### src/hdl/sarh_pkg.sv
// Package with constants and carrier types for the converter result handshake.
//
// Contract
// - Busy low from conversion start to end.
// - Result driven shortly before busy rises.
// - Result is 16-bit signed two's complement.
// - One code step equals 76 microvolts.
// - Outputs drive only outside conversion, during acquisition; the code also drives them in the last DV_N cycles before busy rises.
// - Switch closed in acquisition, opens to hold.
// - Convert on chip select fall; read otherwise; the code also converts while chip select is held low with rd_conv low.
// - Outputs high impedance during conversion.
package sarh_pkg;
  localparam int          CLK_PERIOD_PS  = 5000;
  localparam int          CONV_TIME_PS   = 3400000;
  localparam int          CONV_CYCLES    = CONV_TIME_PS / CLK_PERIOD_PS;
  localparam int          DVALID_TIME_PS = 25000;
  localparam int          DVALID_CYCLES  = (DVALID_TIME_PS + CLK_PERIOD_PS - 1) / CLK_PERIOD_PS;
  localparam int          LSB_UV         = 76;
  localparam int          RES_W          = 16;
  localparam logic [15:0] CODE_POS_FULL  = 16'h7FFF;
  localparam logic [15:0] CODE_NEG_FULL  = 16'h8000;
  localparam logic [15:0] CODE_RESET     = 16'h0000;
  localparam int          FIFO_DEPTH     = 16;

  typedef enum logic [1:0] {
    SARH_ACQ   = 2'b00,
    SARH_CONV  = 2'b01,
    SARH_DRIVE = 2'b10
  } sarh_state_t;

  typedef struct packed {
    logic [15:0] data;
    logic        oe;
  } sarh_bus_t;
endpackage

### src/hdl/sarh_fifo.sv
// Result FIFO and the converter result handshake top.
`timescale 1ns/100ps
module sarh_fifo #(
  parameter int WIDTH = 16,
  parameter int DEPTH = 16
) (
  // Clock and reset
  input  wire logic             clk,
  input  wire logic             rst_n,
  // Fill side
  input  wire logic             in_valid,
  output logic                  in_ready,
  input  wire logic [WIDTH-1:0] in_data,
  // Drain side
  output logic                  out_valid,
  input  wire logic             out_ready,
  output logic      [WIDTH-1:0] out_data
);
  localparam int AW = $clog2(DEPTH);
  logic [WIDTH-1:0] mem_reg [DEPTH];
  logic [AW-1:0]    wr_reg;
  logic [AW-1:0]    rd_reg;
  logic [AW:0]      cnt_reg;
  wire              push = in_valid && in_ready;
  wire              pop  = out_valid && out_ready;

  assign in_ready  = (cnt_reg != DEPTH[AW:0]);
  assign out_valid = (cnt_reg != '0);
  assign out_data  = mem_reg[rd_reg];

  always_ff @(posedge clk) begin
    if (push) begin
      mem_reg[wr_reg] <= in_data;
    end
  end

  always_ff @(posedge clk) begin
    if (!rst_n) begin
      wr_reg  <= '0;
      rd_reg  <= '0;
      cnt_reg <= '0;
    end else begin
      if (push) wr_reg <= wr_reg + 1'b1;
      if (pop) rd_reg <= rd_reg + 1'b1;
      cnt_reg <= cnt_reg + {{AW{1'b0}}, push} - {{AW{1'b0}}, pop};
    end
  end
endmodule // sarh_fifo

module sarh_top #(
  parameter int CONV_N = sarh_pkg::CONV_CYCLES,
  parameter int DV_N   = sarh_pkg::DVALID_CYCLES
) (
  // Clock and reset
  input  wire logic                   clk,
  input  wire logic                   rst_n,
  // Control pins, asynchronous
  input  wire logic                   cs_n,
  input  wire logic                   rd_conv,
  // Converter core: digitised held sample
  input  wire logic [sarh_pkg::RES_W-1:0] core_code,
  // Status and sampling switch
  output logic                        busy_n,
  output logic                        sample_closed,
  // Parallel result pins
  output logic [sarh_pkg::RES_W-1:0]  result_bus_o,
  output logic [sarh_pkg::RES_W-1:0]  result_bus_oe,
  // Buffered result stream
  output logic                        res_valid,
  input  wire logic                   res_ready,
  output logic [sarh_pkg::RES_W-1:0]  res_data,
  output logic                        res_overrun
);
  import sarh_pkg::*;

  logic        cs_m_reg, cs_s_reg, cs_d_reg, rc_m_reg, rc_s_reg;
  sarh_state_t st_reg, st_next;
  logic [15:0] cnt_reg;
  logic [15:0] res_reg;
  logic        busy_reg, samp_reg, ovr_reg;
  sarh_bus_t   bus_reg;
  logic        f_ready;
  // Helper for the checks: cycles in a row that busy has been seen low.
  logic [15:0] busy_len_reg;

  always_ff @(posedge clk) begin
    cs_m_reg <= cs_n;
    cs_s_reg <= cs_m_reg;
    cs_d_reg <= cs_s_reg;
    rc_m_reg <= rd_conv;
    rc_s_reg <= rc_m_reg;
  end

  // A select held low after busy rises is taken as a start even without a new fall, so that case restarts.
  wire cs_fall  = cs_d_reg && !cs_s_reg;
  wire start    = (st_reg == SARH_ACQ) && !rc_s_reg && (cs_fall || !cs_s_reg);
  wire cnt_done = (cnt_reg == 16'(CONV_N - 1));
  wire drv_at   = (cnt_reg == 16'(CONV_N - 1 - DV_N));
  wire read_en  = (st_reg == SARH_ACQ) && rc_s_reg && !cs_s_reg;
  wire push_res = (st_reg == SARH_DRIVE) && cnt_done;

  always_comb begin
    st_next = st_reg;
    case (st_reg)
      SARH_ACQ:   if (start) st_next = SARH_CONV;
      SARH_CONV:  if (drv_at) st_next = SARH_DRIVE;
      SARH_DRIVE: if (cnt_done) st_next = SARH_ACQ;
      default:    st_next = SARH_ACQ;
    endcase
  end

  always_ff @(posedge clk) begin
    if (!rst_n) begin
      st_reg   <= SARH_ACQ;
      cnt_reg  <= '0;
      busy_reg <= 1'b1;
      samp_reg <= 1'b1;
      res_reg  <= CODE_RESET;
      ovr_reg  <= 1'b0;
      bus_reg  <= '0;
    end else begin
      st_reg   <= st_next;
      cnt_reg  <= (st_reg == SARH_ACQ) ? '0 : cnt_reg + 16'h0001;
      busy_reg <= !(st_next != SARH_ACQ);
      samp_reg <= (st_next == SARH_ACQ);
      if (st_reg == SARH_CONV && drv_at) res_reg <= core_code;
      if (st_reg == SARH_DRIVE && cnt_done && !f_ready) ovr_reg <= 1'b1;
      bus_reg.oe   <= (st_next == SARH_DRIVE) || (st_next == SARH_ACQ && read_en);
      bus_reg.data <= (st_reg == SARH_CONV && drv_at) ? core_code : res_reg;
    end
  end

  assign busy_n        = busy_reg;
  assign sample_closed = samp_reg;
  assign result_bus_o  = bus_reg.data;
  assign result_bus_oe = {RES_W{bus_reg.oe}};
  assign res_overrun   = ovr_reg;

  always_ff @(posedge clk) begin
    if (!rst_n) begin
      busy_len_reg <= '0;
    end else begin
      busy_len_reg <= busy_n ? 16'h0000 : busy_len_reg + 16'h0001;
    end
  end

  // Each finished result enters the FIFO as busy rises unless it is full (then res_overrun is set), isolating the pins from the host.
  sarh_fifo #(.WIDTH(RES_W), .DEPTH(FIFO_DEPTH)) u_fifo (
    .clk       (clk),
    .rst_n     (rst_n),
    .in_valid  (push_res),
    .in_ready  (f_ready),
    .in_data   (res_reg),
    .out_valid (res_valid),
    .out_ready (res_ready),
    .out_data  (res_data)
  );
endmodule // sarh_top

### config.mk
export PLATFORM = sky130hd
export DESIGN_NAME = sarh_top
export DESIGN_NICKNAME = d
export VERILOG_FILES = /design/src/hdl/sarh_pkg.sv /design/src/hdl/sarh_fifo.sv
export SDC_FILE = /design/constraint.sdc
export NUM_CORES = 1
export LEC_CHECK = 0
export CAP_MARGIN = 15
export CORE_MARGIN = 1
export CORE_UTILIZATION = 54
export DETAILED_ROUTE_END_ITERATION = 8
export DONT_BUFFER_PORTS = 1
export PLACE_DENSITY = 0.69
export SYNTH_ARGS = -nofsm -noshare
export SYNTH_HDL_FRONTEND = slang
export SYNTH_SLANG_ARGS = --single-unit
### constraint.sdc
create_clock -name clk -period 6.3 [get_ports clk]
set_clock_uncertainty 0.2 [all_clocks]
set_input_delay 1.26 -clock clk [delete_from_list [all_inputs] [get_ports clk]]
set_output_delay 1.26 -clock clk [all_outputs]
set_load 0.02 [all_outputs]
==> results summary <==
The run finished with clean final reports. After the last flow step, the layout net total stands at 696. For this run, the number of Yosys warnings is 0. The placer congestion estimate is 0.793. The number of primary I/O pins came out at 73. For the pin with the worst max-slew slack, the measured transition is 1.20 ns. The total power density per cell area is 363 nW/um^2. At the worst endpoint, the arrival time is 3.15 ns. Buffers inserted during clock tree synthesis total 34. The signal on the critical path passes through buf_4 -> mux4_1 -> mux4_2.

STA classifies the critical path startpoint as a flip-flop. Summed over all layers, the routed wires come to 25000 um. The count of fill cells added during filler insertion is 1583.

The count of state elements after synthesis is 314. The wire length of the first global-routing pass is 37800 um. The final critical path time including I/O delays and setup is 4.61 ns. The overall via count from detail_route came out at 6137. The portion of the post-synthesis area used by sequential elements is 71.1%.

The average detailed-routed wire length per instance came out at 25.8 um. The pin count of the biggest net entering global routing is 50. The delay contributed by the slowest stage of the critical path came out at 0.98 ns. The core box area is 22600 um^2. The initial cell density of the core is 55.0%.

The area occupied by registers is 8860 um^2. The cell area after synthesis is 12500 um^2. The top achievable clock speed came out at 217 MHz. The post-DP HPWL came out at 14100 um. After synthesis, the mean cell area works out to 18.7 um^2. The final number of hold-violating endpoints is 0.

The post-CTS setup buffer count came out at 0. The die boundary width is 154 um. Setup repair after global routing left no endpoint under its margin. The standby leakage power is 0.00445 uW.

The count of final setup violators is 0. The worst hold path belongs to the class flip-flop to flip-flop. The number of antenna-violating nets in the routed design came out at 0. The number of antenna violations at the first check in global routing is 0. The area used by multi-input combinational logic is 3250 um^2. The clock latency on the worst-skew pair came out at 0.50 ns. The proportion of layout cells with a drive suffix above 1 came out at 20.0%. The worst-case IR drop observed on VDD is 0.238 mV. The number of global-route vias before repair is 6377. The sink count of the clock tree came out at 314. The headroom to the max-slew limit is 19.7%. The post-synthesis net count came out at 700. The count of inserted antenna diode cells is 0. The critical path is of the flip-flop to output port type.

In the synthesized netlist the dominant register cell turns out to be sky130_fd_sc_hd__edfxtp_1. The number of buffers and inverters on the critical path is 1. The setup TNS after final layout is 0 ns. The layout overhead on the synthesized area is 10.3%. Counting distinct cell types in the post-synthesis netlist gives 52. The count of flip-flops with a built-in enable after synthesis came out at 256. The max-slew violation count came to 0. The setup slack of the worst register-to-register path is 2.50 ns. The first detailed-routing pass took 7 iterations.

The maximum root-to-sink buffer count is 3. The cell sitting at the root of the clock tree is a sky130_fd_sc_hd__clkbuf_16. After clock tree synthesis, the flow added hold-fix buffers numbering 0. TritonCTS built the clock tree.

The cell at the slowest stage of the critical path is sky130_fd_sc_hd__dfxtp_4. The number of rows created at floorplan is 55. The synthesized instance count came out at 665. The chip height is 154 um.

The overall die area came out at 23700 um^2. The total power of the final layout came out at 4990 uW. The kind of cell with the highest combined delay along the critical path is multiplexers. Clock-pin slew was measured on the worst setup and hold paths at 0.06 ns. The count of cells resized by post-cts repair is 0. The final standard cell count with taps included and fillers excluded came out at 971. The endpoint required time on the critical path came out at 4.84 ns. In this run, the number of DRC markers left after iteration 0 of detailed routing was 525. Of all flip-flops after synthesis, the portion carrying an async set or reset was 0%. The max-capacitance violation count came out at 0.

The number of cells after detailed placement is 908. The setup slack after placement is 2.16 ns. The register with the most flip-flops in the layout has 256 of them. STA classifies the critical path endpoint as an output port.

The H-tree was split into 2 levels. The worst-path maximum fanout came out at 49. The worst path uses 73.2% of the clock period.

The slack of the critical path is 1.69 ns. The overall global routing resource usage came out at 21.9%. The total grt overflow is 0.

The number of buffers added on ports came out at 0. The DRC violation count after routing came out at 0. Using the TritonRoute via totals, the vias-per-cell ratio works out to 6.32.
## placed cells by master, fill, tap and decap left out, types with 4 or more instances in the layout
master / netlist / final
sky130_fd_sc_hd__mux4_1: 22 / 22
sky130_fd_sc_hd__nand3_1: 27 / 27
sky130_fd_sc_hd__bufinv_16: 0 / 4
sky130_fd_sc_hd__clkbuf_16: 0 / 35
sky130_fd_sc_hd__clkinv_2: 0 / 9
sky130_fd_sc_hd__nand2_1: 7 / 7
sky130_fd_sc_hd__clkinv_1: 0 / 4
sky130_fd_sc_hd__nor3_1: 5 / 4
sky130_fd_sc_hd__xor2_1: 6 / 6
sky130_fd_sc_hd__buf_4: 19 / 7
sky130_fd_sc_hd__o21ai_0: 21 / 21
sky130_fd_sc_hd__edfxtp_1: 256 / 256
sky130_fd_sc_hd__nand4_1: 5 / 5
sky130_fd_sc_hd__and2_1: 4 / 4
sky130_fd_sc_hd__inv_1: 17 / 17
sky130_fd_sc_hd__a21oi_1: 26 / 26
sky130_fd_sc_hd__ha_1: 13 / 13
sky130_fd_sc_hd__mux4_2: 58 / 58
sky130_fd_sc_hd__and3_1: 16 / 16
sky130_fd_sc_hd__dfxtp_1: 58 / 55
sky130_fd_sc_hd__nor2_1: 23 / 23
sky130_fd_sc_hd__xnor2_1: 10 / 10
## final timing paths
kind	startpoint	to	cells after the start
worst max-delay path	flip-flop	res_data[9]	3
worst min-delay path	rc_m_reg	rc_s_reg	0
worst max register to register	cnt_reg[12]	u_fifo.mem_reg[7][9]	4
worst min register to register	rc_m_reg	rc_s_reg	0
## layer usage
| metal | track usage, % | vias to the layer above | part of all wire (%) |
|---|---|---|---|
| li1 | - | 2658 | - |
| met1 | 28.6 | 3187 | 39 |
| met2 | 36.8 | 244 | 51 |
| met3 | 4.31 | 48 | 7.4 |
| met4 | 7.67 | 0 | 2.6 |
| met5 | 0 | - | 0 |
## synth_stat cells, types with 6 or more instances
master,count,share of area [%]
sky130_fd_sc_hd__inv_1,17,0.51
sky130_fd_sc_hd__nand3_1,27,1.1
sky130_fd_sc_hd__a21oi_1,26,1.0
sky130_fd_sc_hd__mux4_1,22,4.6
sky130_fd_sc_hd__o21ai_0,21,0.84
sky130_fd_sc_hd__ha_1,13,1.3
sky130_fd_sc_hd__buf_1,7,0.21
sky130_fd_sc_hd__dfxtp_1,58,9.3
sky130_fd_sc_hd__clkbuf_1,9,0.27
sky130_fd_sc_hd__nand2_1,7,0.21
sky130_fd_sc_hd__xnor2_1,10,0.70
sky130_fd_sc_hd__buf_4,19,1.1
sky130_fd_sc_hd__and3_1,16,0.80
sky130_fd_sc_hd__nor2_1,23,0.69
sky130_fd_sc_hd__mux4_2,58,10
sky130_fd_sc_hd__xor2_1,6,0.42
sky130_fd_sc_hd__edfxtp_1,256,62
## cells by family after synthesis
group                      synth area share, %
and+or+nand+nor                           5.56
buffers and inverters                     2.98
AOI/OAI and AO/OA                         2.58
adders and majority gates                 1.47
muxes                                     15.2
DFF                                       71.1
xor gates and xnor gates                  1.13
## cell type report
cell class              count  share of cell area, %
inverters                  17                  0.465
flip-flops and latches    314                   64.5
multi-input cells         286                   23.6
well taps                 285                   2.60
clock inverters            20                   1.49
repair buffers              8                  0.583
clock buffers              41                   6.76
## per-stage QoR
step	hold WS [ns]	util, %	cell area (um^2)
2_1_floorplan	0.110	-	12500
5_1_grt	0.142	60.7	13700
4_1_cts	0.132	60.5	13700
6_report	0.129	60.7	13700
3_5_place_dp	0.118	55.5	12600
3_3_place_gp	0.116	55.5	12600
## power breakdown
group          leakage (uW)  internal, uW  switching, uW
logic               0.00104           367            260
registers           0.00284          2240            123
clock network      0.000565          1220            780
total               0.00445          3830           1160
Power figures use the tool's default switching activity.
